==> config.mk <==
export PLATFORM = sky130hd
export DESIGN_NAME = mss_sequencer
export DESIGN_NICKNAME = d
export VERILOG_FILES = /design/src/shared/mss_pkg.sv /design/src/mss_sync.sv /design/src/mss_sequencer.sv
export SDC_FILE = /design/constraint.sdc
export NUM_CORES = 2
export LEC_CHECK = 0
export BUFFER_PORTS_ARGS = -buffer_cell sky130_fd_sc_hd__buf_2
export CAP_MARGIN = 20
export CORE_MARGIN = 3
export CORE_UTILIZATION = 65
export DETAILED_ROUTE_END_ITERATION = 10
export HOLD_SLACK_MARGIN = 0.02
export MAX_ROUTING_LAYER = met4
export PLACE_DENSITY_LB_ADDON = 0.25
export SYNTH_ARGS = -nofsm -noshare
export SYNTH_HDL_FRONTEND = slang
export SYNTH_SLANG_ARGS = --single-unit
export TNS_END_PERCENT = 100
==> constraint.sdc <==
create_clock -name REF_CLK_I -period 29.4 [get_ports REF_CLK_I]
set_clock_uncertainty 0.15 [all_clocks]
set_input_delay 4.41 -clock REF_CLK_I [delete_from_list [all_inputs] [get_ports REF_CLK_I]]
set_output_delay 4.41 -clock REF_CLK_I [all_outputs]
set_load 0.01 [all_outputs]
==> src/shared/mss_pkg.sv <==
// Shared constants and types of the multi-step speed sequencer
package mss_pkg;

   // ****************************************
   // Timing
   // ****************************************
   localparam int CLK_PERIOD_NS = 40;
   localparam int TENTH_S_NS = 100_000_000;
   localparam int TENTH_S_CYC = TENTH_S_NS / CLK_PERIOD_NS;
   localparam int TENTHS_PER_MIN_TENTH = 60;
   localparam int SYNC_STAGES = 3;

   // ****************************************
   // Widths and ranges
   // ****************************************
   localparam int NUM_STEPS = 16;
   localparam int STEP_W = 4;
   localparam int SPEED_W = 11;
   localparam int SPEED_IN_W = 16;
   localparam int TIME_W = 16;
   localparam int FREQ_W = 16;
   localparam int FREF_W = 17;
   localparam int PROD_W = 28;
   localparam logic signed [SPEED_IN_W-1:0] SPEED_MAX = 16'sh03e8;
   localparam logic signed [SPEED_IN_W-1:0] SPEED_MIN = -16'sh03e8;
   localparam logic signed [PROD_W-1:0] FULL_SCALE = 28'sh00003e8;
   localparam logic [STEP_W-1:0] FIRST_STEP = 4'h0;
   localparam logic [STEP_W-1:0] LAST_STEP = 4'hf;
   localparam logic [3:0] SEL_NONE = 4'h0;

   // ****************************************
   // Reset values
   // ****************************************
   localparam logic signed [SPEED_W-1:0] SPEED_RST = 11'sh000;
   localparam logic [TIME_W-1:0] TIME_RST = 16'h0000;
   localparam logic signed [FREF_W-1:0] FREF_RST = 17'sh00000;

   // ****************************************
   // Types
   // ****************************************
   typedef enum logic [1:0] {
      CYC_STOP = 2'b00,
      CYC_HOLD = 2'b01,
      CYC_LOOP = 2'b10
   } mss_cycle_e;

   typedef enum logic [1:0] {
      CHAN_KEYPAD = 2'b00,
      CHAN_TERMINAL = 2'b01,
      CHAN_COMM = 2'b10
   } mss_chan_e;

   typedef enum logic [1:0] {
      ST_IDLE = 2'b00,
      ST_RUN = 2'b01,
      ST_HOLD = 2'b10,
      ST_DONE = 2'b11
   } mss_state_e;

   typedef struct packed {
      logic signed [SPEED_W-1:0] speed;
      logic [TIME_W-1:0] run_time;
   } mss_step_s;

   typedef struct packed {
      logic [STEP_W-1:0] step;
      logic signed [FREF_W-1:0] freq;
   } mss_snap_s;

   // ****************************************
   // Helpers
   // ****************************************
   function automatic logic signed [FREF_W-1:0] mss_scale(
      input logic signed [SPEED_W-1:0] spd,
      input logic [FREQ_W-1:0] fmax
   );
      logic signed [PROD_W-1:0] prod;
      prod = PROD_W'(spd) * $signed({12'h000, fmax});
      return FREF_W'(prod / FULL_SCALE);
   endfunction

   function automatic logic signed [SPEED_W-1:0] mss_clamp(
      input logic signed [SPEED_IN_W-1:0] spd
   );
      logic signed [SPEED_IN_W-1:0] lim;
      lim = spd;
      if (spd > SPEED_MAX) begin
         lim = SPEED_MAX;
      end else if (spd < SPEED_MIN) begin
         lim = SPEED_MIN;
      end
      return SPEED_W'(lim);
   endfunction

endpackage

==> src/mss_sync.sv <==
// Three-stage pin synchroniser with agreement filter
`timescale 1ns/1ns
`default_nettype none
module mss_sync
   import mss_pkg::*;
#(
   parameter int W = 1
) (
   // Clock and reset
   input wire logic clk_i,
   input wire logic rst_n_i,
   // Pins in, clean levels out
   input wire logic [W-1:0] pin_i,
   output logic [W-1:0] level_o
);

   logic [W-1:0] meta;
   logic [W-1:0] s2;
   logic [W-1:0] s3;

   // ****************************************
   // Sync chain
   // ****************************************
   always_ff @(posedge clk_i or negedge rst_n_i) begin
      if (!rst_n_i) begin
         meta <= '0;
         s2 <= '0;
         s3 <= '0;
      end else begin
         meta <= pin_i;
         s2 <= meta;
         s3 <= s2;
      end
   end

   // Accept change when stages agree
   always_ff @(posedge clk_i or negedge rst_n_i) begin
      if (!rst_n_i) begin
         level_o <= '0;
      end else begin
         for (int i = 0; i < W; i++) begin
            if (s2[i] == s3[i]) begin
               level_o[i] <= s3[i];
            end
         end
      end
   end

endmodule // mss_sync
`default_nettype wire

==> src/mss_sequencer.sv <==
// Multi-step speed sequencer driving a drive frequency reference
//
// What this block does
// - Cycle mode 0 stops the drive after one pass and waits for a fresh run command.
// - Cycle mode 1 keeps the last step's frequency and direction after one pass.
// - Cycle mode 2 restarts at step 0 after each pass until a stop command.
// - Retention 0 keeps nothing at power loss; 1 saves and restores step index and frequency.
// - Step speeds span -100.0 to 100.0 percent, full scale meaning maximum output frequency.
// - Step run times span 0.0 to 6553.5 in tenths, in seconds or minutes by the unit setting.
// - A negative step speed commands reverse running, otherwise forward.
// - Sixteen steps 0 to 15 each hold their own speed and run time.
// - The step setpoint is continuously adjustable between minus and plus maximum frequency.
// - Start and stop follow the selected run command channel.
// - Any active step-select input makes the speed of the step whose number the four pins encode as a binary code override every other source.
// - With no step-select input active and the sequencer not running or holding, the main or auxiliary source sets the reference.
`timescale 1ns/1ns
`default_nettype none
module mss_sequencer
   import mss_pkg::*;
#(
   parameter int TENTH_CYC = TENTH_S_CYC
) (
   // Clock and reset
   input wire logic REF_CLK_I,
   input wire logic RST_N_I,
   // Step programming
   input wire logic STEP_WR_I,
   input wire logic [STEP_W-1:0] STEP_IDX_I,
   input wire logic signed [SPEED_IN_W-1:0] STEP_SPEED_I,
   input wire logic [TIME_W-1:0] STEP_TIME_I,
   // Configuration
   input wire logic [1:0] CYCLE_MODE_SELECT_I,
   input wire logic POWER_LOSS_RETENTION_SELECT_I,
   input wire logic STEP_TIME_UNIT_SELECT_I,
   input wire logic [1:0] RUN_COMMAND_CHANNEL_SELECT_I,
   input wire logic [FREQ_W-1:0] MAX_OUTPUT_FREQUENCY_I,
   input wire logic SEQ_ENABLE_I,
   input wire logic FREQ_SOURCE_SECONDARY_I,
   // Run commands
   input wire logic RUN_KEYPAD_I,
   input wire logic RUN_TERMINAL_I,
   input wire logic RUN_COMM_I,
   // Step-select pins
   input wire logic [3:0] STEP_SELECT_I,
   // Frequency sources
   input wire logic signed [FREF_W-1:0] PRIMARY_FREQUENCY_SOURCE_I,
   input wire logic signed [FREF_W-1:0] SECONDARY_FREQUENCY_SOURCE_I,
   // Retention store
   input wire logic POWER_FAIL_I,
   input wire mss_snap_s RESTORE_I,
   input wire logic RESTORE_VALID_I,
   output mss_snap_s SNAP_O,
   output logic SNAP_VALID_O,
   // Drive outputs
   output logic signed [FREF_W-1:0] FREQ_REF_O,
   output logic REVERSE_O,
   output logic RUN_O,
   output logic [STEP_W-1:0] STEP_O,
   output logic PASS_DONE_O
);

   // ****************************************
   // Declarations
   // ****************************************
   mss_step_s steps [NUM_STEPS];
   mss_state_e state;
   mss_state_e next_state;
   logic [5:0] pin_sync;
   logic run_term;
   logic [3:0] sel;
   logic pwr_fail;
   logic pwr_fail_d;
   logic run_req;
   logic [STEP_W-1:0] cur_step;
   logic [STEP_W-1:0] next_step;
   logic load_step;
   logic [31:0] presc;
   logic [5:0] min_cnt;
   logic unit_tick;
   logic [TIME_W-1:0] elapsed;
   logic step_end;
   logic last_step;
   logic restore_taken;
   logic rest_valid;
   mss_snap_s rest;
   logic use_rest;
   logic signed [FREF_W-1:0] seq_freq;
   logic signed [FREF_W-1:0] next_freq;

   // ****************************************
   // Pin synchronisers
   // ****************************************
   mss_sync #(
      .W(6)
   ) u_sync (
      .clk_i(REF_CLK_I),
      .rst_n_i(RST_N_I),
      .pin_i({POWER_FAIL_I, STEP_SELECT_I, RUN_TERMINAL_I}),
      .level_o(pin_sync)
   );
   assign run_term = pin_sync[0];
   assign sel = pin_sync[4:1];
   assign pwr_fail = pin_sync[5];

   always_comb begin
      unique case (mss_chan_e'(RUN_COMMAND_CHANNEL_SELECT_I))
         CHAN_KEYPAD: run_req = RUN_KEYPAD_I;
         CHAN_TERMINAL: run_req = run_term;
         CHAN_COMM: run_req = RUN_COMM_I;
         default: run_req = 1'b0;
      endcase
   end

   // ****************************************
   // Step table
   // ****************************************
   // sixteen step pairs
   always_ff @(posedge REF_CLK_I or negedge RST_N_I) begin
      if (!RST_N_I) begin
         for (int i = 0; i < NUM_STEPS; i++) begin
            steps[i] <= '{speed: SPEED_RST, run_time: TIME_RST};
         end
      end else if (STEP_WR_I) begin
         steps[STEP_IDX_I].speed <= mss_clamp(STEP_SPEED_I);
         steps[STEP_IDX_I].run_time <= STEP_TIME_I;
      end
   end

   // ****************************************
   // Step timer
   // ****************************************
   // tenth-second base
   always_ff @(posedge REF_CLK_I or negedge RST_N_I) begin
      if (!RST_N_I) begin
         presc <= '0;
      end else if (load_step || presc == 32'(TENTH_CYC - 1)) begin
         presc <= '0;
      end else begin
         presc <= presc + 32'h0000_0001;
      end
   end

   always_ff @(posedge REF_CLK_I or negedge RST_N_I) begin
      if (!RST_N_I) begin
         min_cnt <= '0;
      end else if (load_step) begin
         min_cnt <= '0;
      end else if (presc == 32'(TENTH_CYC - 1)) begin
         if (min_cnt == 6'(TENTHS_PER_MIN_TENTH - 1)) begin
            min_cnt <= '0;
         end else begin
            min_cnt <= min_cnt + 6'h01;
         end
      end
   end

   always_comb begin
      unit_tick = !load_step && presc == 32'(TENTH_CYC - 1);
      if (STEP_TIME_UNIT_SELECT_I) begin
         unit_tick = unit_tick && min_cnt == 6'(TENTHS_PER_MIN_TENTH - 1);
      end
   end

   always_ff @(posedge REF_CLK_I or negedge RST_N_I) begin
      if (!RST_N_I) begin
         elapsed <= '0;
      end else if (load_step) begin
         elapsed <= '0;
      end else if (state == ST_RUN && unit_tick && !step_end) begin
         elapsed <= elapsed + 16'h0001;
      end
   end

   assign step_end = elapsed >= steps[cur_step].run_time;
   assign last_step = cur_step == LAST_STEP;

   // ****************************************
   // Sequencer state machine
   // ****************************************
   always_comb begin
      next_state = state;
      next_step = cur_step;
      load_step = 1'b0;
      unique case (state)
         ST_IDLE: begin
            if (run_req && SEQ_ENABLE_I) begin
               next_state = ST_RUN;
               load_step = 1'b1;
               next_step = rest_valid ? rest.step : FIRST_STEP;
            end
         end
         ST_RUN: begin
            if (!run_req || !SEQ_ENABLE_I) begin
               next_state = ST_IDLE;
            end else if (step_end) begin
               load_step = 1'b1;
               if (!last_step) begin
                  next_step = cur_step + 4'h1;
               end else begin
                  unique case (mss_cycle_e'(CYCLE_MODE_SELECT_I))
                     CYC_STOP: next_state = ST_DONE;
                     CYC_HOLD: next_state = ST_HOLD;
                     CYC_LOOP: next_step = FIRST_STEP;
                     default: next_state = ST_DONE;
                  endcase
               end
            end
         end
         ST_HOLD: begin
            if (!run_req || !SEQ_ENABLE_I) begin
               next_state = ST_IDLE;
            end
         end
         ST_DONE: begin
            if (!run_req) begin
               next_state = ST_IDLE;
            end
         end
      endcase
   end

   always_ff @(posedge REF_CLK_I or negedge RST_N_I) begin
      if (!RST_N_I) begin
         state <= ST_IDLE;
         cur_step <= FIRST_STEP;
      end else begin
         state <= next_state;
         cur_step <= next_step;
      end
   end

   always_ff @(posedge REF_CLK_I or negedge RST_N_I) begin
      if (!RST_N_I) begin
         PASS_DONE_O <= 1'b0;
      end else begin
         PASS_DONE_O <= state == ST_RUN && run_req && SEQ_ENABLE_I && step_end && last_step;
      end
   end

   // ****************************************
   // Retention
   // ****************************************
   // catch restore after reset
   always_ff @(posedge REF_CLK_I or negedge RST_N_I) begin
      if (!RST_N_I) begin
         restore_taken <= 1'b0;
         rest_valid <= 1'b0;
         rest <= '{step: FIRST_STEP, freq: FREF_RST};
      end else if (!restore_taken) begin
         restore_taken <= 1'b1;
         rest_valid <= RESTORE_VALID_I && POWER_LOSS_RETENTION_SELECT_I;
         rest <= RESTORE_I;
      end else if (state == ST_IDLE && next_state == ST_RUN) begin
         rest_valid <= 1'b0;
      end
   end

   // Restored frequency until step changes
   always_ff @(posedge REF_CLK_I or negedge RST_N_I) begin
      if (!RST_N_I) begin
         use_rest <= 1'b0;
      end else if (state == ST_IDLE && next_state == ST_RUN) begin
         use_rest <= rest_valid;
      end else if (load_step || next_state == ST_IDLE) begin
         use_rest <= 1'b0;
      end
   end

   always_ff @(posedge REF_CLK_I or negedge RST_N_I) begin
      if (!RST_N_I) begin
         pwr_fail_d <= 1'b0;
         SNAP_O <= '{step: FIRST_STEP, freq: FREF_RST};
         SNAP_VALID_O <= 1'b0;
      end else begin
         pwr_fail_d <= pwr_fail;
         if (pwr_fail && !pwr_fail_d) begin
            SNAP_O <= '{step: cur_step, freq: seq_freq};
            SNAP_VALID_O <= POWER_LOSS_RETENTION_SELECT_I;
         end
      end
   end

   // ****************************************
   // Frequency reference
   // ****************************************
   // continuous scaled setpoint
   assign seq_freq = use_rest ? rest.freq
                              : mss_scale(steps[cur_step].speed, MAX_OUTPUT_FREQUENCY_I);

   always_comb begin
      next_freq = FREQ_SOURCE_SECONDARY_I ? SECONDARY_FREQUENCY_SOURCE_I
                                          : PRIMARY_FREQUENCY_SOURCE_I;
      if (next_state == ST_RUN || next_state == ST_HOLD) begin
         next_freq = (load_step ? (state == ST_IDLE && rest_valid) : use_rest) ? rest.freq
                     : mss_scale(steps[next_step].speed, MAX_OUTPUT_FREQUENCY_I);
      end
      if (sel != SEL_NONE) begin
         next_freq = mss_scale(steps[sel].speed, MAX_OUTPUT_FREQUENCY_I);
      end
   end

   always_ff @(posedge REF_CLK_I or negedge RST_N_I) begin
      if (!RST_N_I) begin
         FREQ_REF_O <= FREF_RST;
         REVERSE_O <= 1'b0;
         RUN_O <= 1'b0;
         STEP_O <= FIRST_STEP;
      end else begin
         FREQ_REF_O <= next_freq;
         REVERSE_O <= next_freq < FREF_RST;
         RUN_O <= next_state == ST_RUN || next_state == ST_HOLD;
         STEP_O <= next_step;
      end
   end

endmodule // mss_sequencer
`default_nettype wire

Yosys cells after proc, flatten, opt, wreduce, memory -nomap -nowiden
Index checks and enable logic that the tools add are counted.
W data, S select, Z words.
{"block": "classes", "n_eq_ne": 19, "n_lt_le_gt_ge": 9, "n_div": 3, "bitwise_logic": 4, "reduce_logical": 30, "mul": 3, "add_sub_neg": 4, "n_mux": 55}
{"op": "$bwmux W432", "n": 2}
{"op": "$bmux W27 S4", "n": 3}
{"op": "$demux W27 S4", "n": 2}
{"op": "$mux W27", "n": 7}
{"op": "$mux W17", "n": 5}
{"op": "$div A28 B11 Y28 const B", "n": 3}
{"op": "$mul A11 B17 Y28", "n": 3}
{"op": "$mux W16", "n": 3}
{"op": "$mux W11", "n": 3}
{"op": "$add A32 B1 Y32 const B", "n": 1}
{"op": "$eq A32 B22 Y1 const B", "n": 1}
{"op": "$mux W32", "n": 1}
{"op": "$mux W4", "n": 6}
{"op": "$ge A5 B5 Y1 const B", "n": 4}
{"op": "$not A4 Y5", "n": 4}
{"op": "$mux W6", "n": 3}
{"op": "$lt A17 B1 Y1 const B", "n": 1}
{"op": "$add A16 B1 Y16 const B", "n": 1}
{"op": "$ge A16 B16 Y1", "n": 1}
{"op": "$gt A16 B11 Y1 const B", "n": 1}
{"op": "$lt A16 B11 Y1 const B", "n": 1}
{"op": "$logic_and A1 B1 Y1", "n": 14}
{"op": "$mux W2", "n": 6}
{"op": "$eq A2 B2 Y1 const B", "n": 5}
{"op": "19 further kinds", "n": 46}
{"block": "totals", "reg_bits": 583, "output_inout_bits": 46, "elab_cells": 186}

Longest topological paths before layout
{"block": "logic_depth", "ltp_word": 18, "depth_mapped": 105, "mapped_depth_nobuf": 87}

By module
Synthesis repeated with hierarchy kept, for this count alone.
{"block": "unflattened", "cells_unflattened": 7861, "hier_area_um2": 66470.0}
{"mod": "mss_sequencer", "cells_each": 7831, "area_per_inst_um2": 65801.9, "seq_area_each_um2": 13963.4, "n_inst": 1}
{"mod": "mss_sync", "cells_each": 30, "area_per_inst_um2": 668.1, "seq_area_each_um2": 600.6, "n_inst": 1}

Least setup slack after synthesis
OpenSTA, ideal clock, no wires.
{"block": "synth_timing", "kind": "in2reg", "start": "input RUN_COMMAND_CHANNEL_SELECT_I[0]", "end": "register FREQ_REF_O[14]", "t_required_ns": 29.115, "path_buffers": 8, "arrival_ns": 24.238, "setup_slack_ns": 4.877, "cell_stages": 86, "path_cell_list": "mux2i_1 o21a_1 or4_1 a21oi_1 a221o_1 nor2_4 inv_2 buf_2 buf_1 nand2_1 nand3_1 o21ai_0 o211ai_1 o21a_1 clkbuf_1 nand2_1 fa_1 fa_1 (+50 left out) mux2i_2 xnor2_2 o31ai_2 a21oi_1 a2111oi_2 and2b_1 mux2_4 a22oi_2 nor4b_1 a211oi_1 ha_1 and3_1 a31oi_1 xor2_1 nand2_1 a21oi_1 o21ai_0 o21ai_0"}
{"block": "synth_via", "elab_chain_len": 15, "elab_cells_between_ends": 31, "classes_between": "mul (1); div (1); eq/ne (4); mux (19); bitwise (1); reduce/logical (5)"}
{"element": "start, declared", "line": "mss_sequencer.sv:35", "source": "input wire logic [1:0] RUN_COMMAND_CHANNEL_SELECT_I,"}
{"element": "$eq A2 B2 Y1, or another cell as far along", "line": "mss_sequencer.sv:106", "source": "unique case (mss_chan_e'(RUN_COMMAND_CHANNEL_SELECT_I))"}
{"element": "$pmux W1 S3 *", "line": "mss_sequencer.sv:106"}
{"element": "$logic_not A1 Y1"}
{"element": "$logic_or A1 B1 Y1", "line": "mss_sequencer.sv:193, mss_sequencer.sv:210"}
{"element": "$mux W4", "line": "mss_sequencer.sv:193", "source": "if (!run_req || !SEQ_ENABLE_I) begin"}
{"element": "$pmux W4 S2", "line": "mss_sequencer.sv:184", "source": "unique case (state)"}
{"element": "$not A4 Y5 (implied by the code)", "line": "mss_sequencer.sv:295", "source": ": mss_scale(steps[next_step].speed, MAX_OUTPUT_FREQUENCY_I);"}
{"element": "$bmux W27 S4", "line": "mss_sequencer.sv:295"}
{"element": "$mux W27 (implied by the code) (2 in a row)", "line": "mss_sequencer.sv:295"}
{"element": "$mul A11 B17 Y28", "line": "mss_pkg.sv:78", "source": "prod = PROD_W'(spd) * $signed({12'h000, fmax});"}
{"element": "$div A28 B11 Y28", "line": "mss_pkg.sv:79", "source": "return FREF_W'(prod / FULL_SCALE);"}
{"element": "$mux W17", "line": "mss_sequencer.sv:294", "source": "next_freq = (load_step ? (state == ST_IDLE && rest_valid) : use_rest) ? rest.freq"}
{"element": "$mux W17 *", "line": "mss_sequencer.sv:293", "source": "if (next_state == ST_RUN || next_state == ST_HOLD) begin"}
{"element": "$mux W17 *", "line": "mss_sequencer.sv:297", "source": "if (sel != SEL_NONE) begin"}
{"element": "net next_freq[14]", "line": "mss_sequencer.sv:88", "source": "logic signed [FREF_W-1:0] next_freq;"}
{"element": "end signal, assigned", "line": "mss_sequencer.sv:309", "source": "FREQ_REF_O <= next_freq;"}
{"element": "end, declared", "line": "mss_sequencer.sv:55", "source": "output logic signed [FREF_W-1:0] FREQ_REF_O,"}
Mark *: on every way through the listed nets, which the timed path passes. The rest lies on a longest branch. The select of a mux whose other input is x is not followed.
A chain may end at the register's enable or synchronous reset.

Worst setup path after layout
{"block": "layout_timing", "start": "input RUN_COMMAND_CHANNEL_SELECT_I[0]", "end": "register FREQ_REF_O[8]"}
The elaborated chain is that of the path after synthesis.

==> impl_metrics.env <==
export IMPL_status="completed"
export IMPL_yosys_area_share_simple=0.217
export IMPL_dr_total_vias=63224
export IMPL_ys_ff_latch=582
export IMPL_synthXorXnorAreaFrac=0.0461
export IMPL_initial_core_util=0.657
export IMPL_place_inst=9261
export IMPL_period_share=0.945
export IMPL_grt_use_met3=0.0652
export IMPL_clk_pin_slew_ns=0.06
export IMPL_grt_max_degree=173
export IMPL_fin_ws_ns=1.61
export IMPL_crit_family="compound AO/OA/AOI/OAI gates"
export IMPL_period_needed_ns=27.79
export IMPL_drt_initial_drc_count=6328
export IMPL_drive_above_1_share=0.121
export IMPL_hold_viol_final=0
export IMPL_ios=173
export IMPL_track_usage=0.396
export IMPL_overflow=0
export IMPL_place_port_buffers=172
export IMPL_htree_num_levels=2
export IMPL_wl_per_cell_um=22.3
export IMPL_synth_compound_area_frac=0.205
export IMPL_grtUsageMet2=0.626
export IMPL_maxSlewViolCount=0
export IMPL_drcViolationCount=0
export IMPL_synth_fa_ha_area_frac=0.167
export IMPL_core_area_um2=102000
export IMPL_min_path_type="reg -> reg"
export IMPL_grt_pass1_vias=62113
export IMPL_synth_flop_cell="dfrtp_1"
export IMPL_tightest_slew_ns=1.25
export IMPL_cpPeakStageDelay_ns=0.58
export IMPL_yosysWarnings=0
export IMPL_dpl_worst_slack_ns=0.694
export IMPL_cts_buffers=61
export IMPL_drt_antenna_violating_nets=0
export IMPL_crit_path_top_delay_cell="o21a_1"
export IMPL_clock_sinks=582
export IMPL_dp_hpwl_um=152000
export IMPL_use_met1=0.490
export IMPL_drv_cap=0
export IMPL_mappedNetlistNets=8795
export IMPL_critPathKind="in -> reg"
export IMPL_yosysSeqAreaShare=0.217
export IMPL_synth_top_family_by_area="simple AND/OR/NAND/NOR gates"
export IMPL_fin_area_um2=71200
export IMPL_dpl_cell_area_um2=69000
export IMPL_cp_required_ns=29.78
export IMPL_max_freq_ghz=0.0360
export IMPL_crit_path_end_kind="flop"
export IMPL_muxShareOfSynthArea=0.0944
export IMPL_async_reset_ff_frac=1.00
export IMPL_cts_tree="yes"
export IMPL_die_h_um=327
export IMPL_path_buf_inv=5
export IMPL_rows=117
export IMPL_synth_cell_type_count=160
export IMPL_area_growth_syn_to_layout_pct=6.20
export IMPL_cts_root_buf="clkbuf_16"
export IMPL_clk_latency_ns=0.69
export IMPL_arrival_ns=28.18
export IMPL_max_slew_margin=0.159
export IMPL_postSynthAreaPerCell_um2=8.37
export IMPL_cts_buffer_depth=3
export IMPL_finalSetupViolCount=0
export IMPL_busiest_layer="met2"
export IMPL_gp_congestion=0.993
export IMPL_cp_start_kind="input pin"
export IMPL_dr_pass1_iters=8
export IMPL_die_area_um2=107000
export IMPL_r2r_setup_slack_ns=2.14
export IMPL_syn_inst=8017
export IMPL_grt_pass1_wl_um=333000
export IMPL_final_cells=9386
export IMPL_syn_area_um2=67100
export IMPL_die_x_um=327
export IMPL_cp_max_fo=62
export IMPL_drt_wl_total_um=209000
export IMPL_layout_nets=8741
export IMPL_synth_edf_count=0
export IMPL_antenna_found_initial=8
export IMPL_routed_via_density=6.74
## stage by stage
| step | hold slack [ns] | TNS, ns | util |
|---|---|---|---|
| 2_1_floorplan | 0.181 | 0 | - |
| 3_3_place_gp | 0.182 | 0 | 0.676 |
| 3_5_place_dp | 0.187 | 0 | 0.677 |
| 4_1_cts | 0.201 | 0 | 0.697 |
| 5_1_grt | 0.204 | -0.0208 | 0.698 |
| 6_report | 0.199 | 0 | 0.698 |
## final timing paths
path                            cells past startpoint                       end                            start
worst max-delay path                               77   FREQ_REF_O[8]$_DFF_PN0_  RUN_COMMAND_CHANNEL_SELECT_I[0]
worst min-delay path                                0    u_sync.s2[2]$_DFF_PN0_         u_sync.meta[2]$_DFF_PN0_
worst max register to register                     76    SNAP_O[14]$_DFFE_PN0P_              STEP_O[0]$_DFF_PN0_
worst min register to register                      0    u_sync.s2[2]$_DFF_PN0_         u_sync.meta[2]$_DFF_PN0_
max in group asynchronous                           4       STEP_O[1]$_DFF_PN0_                          RST_N_I
min in group asynchronous                           1  SNAP_VALID_O$_DFFE_PN0P_                          RST_N_I
## state kept, by name, indices dropped and copies added (netlist names), 2 cells and up
name            flops
steps             432
presc              32
SNAP_O             21
rest               21
FREQ_REF_O         17
elapsed            16
min_cnt             6
u_sync.level_o      6
u_sync.meta         6
u_sync.s2           6
u_sync.s3           6
STEP_O              4
state               2
## metal layers
metal / up-vias / share of wire / wire [um]
met5: - / 0 / 0
met4: 0 / 0.062 / 12900
met3: 771 / 0.090 / 18700
met2: 3286 / 0.46 / 96900
met1: 30785 / 0.39 / 80500
li1: 28382 / - / -
## synthesized netlist by cell type (all sizes together), types with 44 or more instances
| library cell | count | share of area |
|---|---|---|
| or2 | 44 | 0.0041 |
| a221oi | 89 | 0.013 |
| dfrtp | 582 | 0.22 |
| and2 | 222 | 0.021 |
| nand2 | 1539 | 0.086 |
| xor2 | 103 | 0.014 |
| o21ai | 512 | 0.039 |
| o31ai | 56 | 0.0079 |
| fa | 378 | 0.11 |
| nand2b | 47 | 0.0044 |
| xnor2 | 236 | 0.032 |
| a21oi | 340 | 0.026 |
| nor4 | 51 | 0.0059 |
| clkbuf | 328 | 0.018 |
| a31oi | 94 | 0.010 |
| mux4 | 113 | 0.038 |
| nor3 | 160 | 0.013 |
| nor2 | 466 | 0.027 |
| o21a | 66 | 0.0075 |
| ha | 273 | 0.051 |
| a211oi | 80 | 0.010 |
| a21o | 75 | 0.0084 |
| o211ai | 90 | 0.011 |
| mux2i | 192 | 0.029 |
| nand4 | 63 | 0.0062 |
| mux2 | 162 | 0.027 |
| and3 | 70 | 0.0067 |
| inv | 540 | 0.030 |
| nand3 | 235 | 0.018 |
| or3 | 56 | 0.0054 |
| buf | 72 | 0.0053 |
## final cells by class
cell class / count / area, um^2
Fill cell: 8058 / 30800
Clock inverter: 25 / 312
Antenna cell: 8 / 20.0
Timing Repair inverter: 1 / 7.51
Sequential cell: 582 / 14600
Inverter: 545 / 2050
Multi-Input combinational cell: 6490 / 49000
Tap cell: 1368 / 1710
Timing Repair Buffer: 282 / 1790
Clock buffer: 85 / 1760
## repair_timing
action,4_1_cts,5_1_grt
hold buffers,0,0
resized for setup,0,16
endpoints found under the hold margin,0,0
endpoints found under the setup margin,0,11
buffers inserted,0,3
## cells by family after synthesis
kind of cell,count (synthesis)
flops,582
mux,467
compound gates,1904
simple gates,3109
xor+xnor,339
fa+ha+maj,670
other cells,1
buf+inv,945
## placed cells by master (no fill, tap or decap), types with 68 or more instances in the layout
cell and n:
xor2_1 97, mux2i_1 185, and3_1 68, a221oi_1 79
a31oi_1 81, mux2_2 151, and2_1 217, mux4_2 113
nand2_1 1527, fa_1 378, inv_1 538, a21o_1 74
a21oi_1 321, ha_1 273, buf_2 171, nor2_1 452
xnor2_1 222, o21ai_0 449, o211ai_1 83, dfrtp_1 578
nor3_1 148, nand3_1 233, buf_4 100
Power is left out: the tool's default activity adds up to more than one toggle a clock period on the data nets, which glitch-free logic cannot reach.
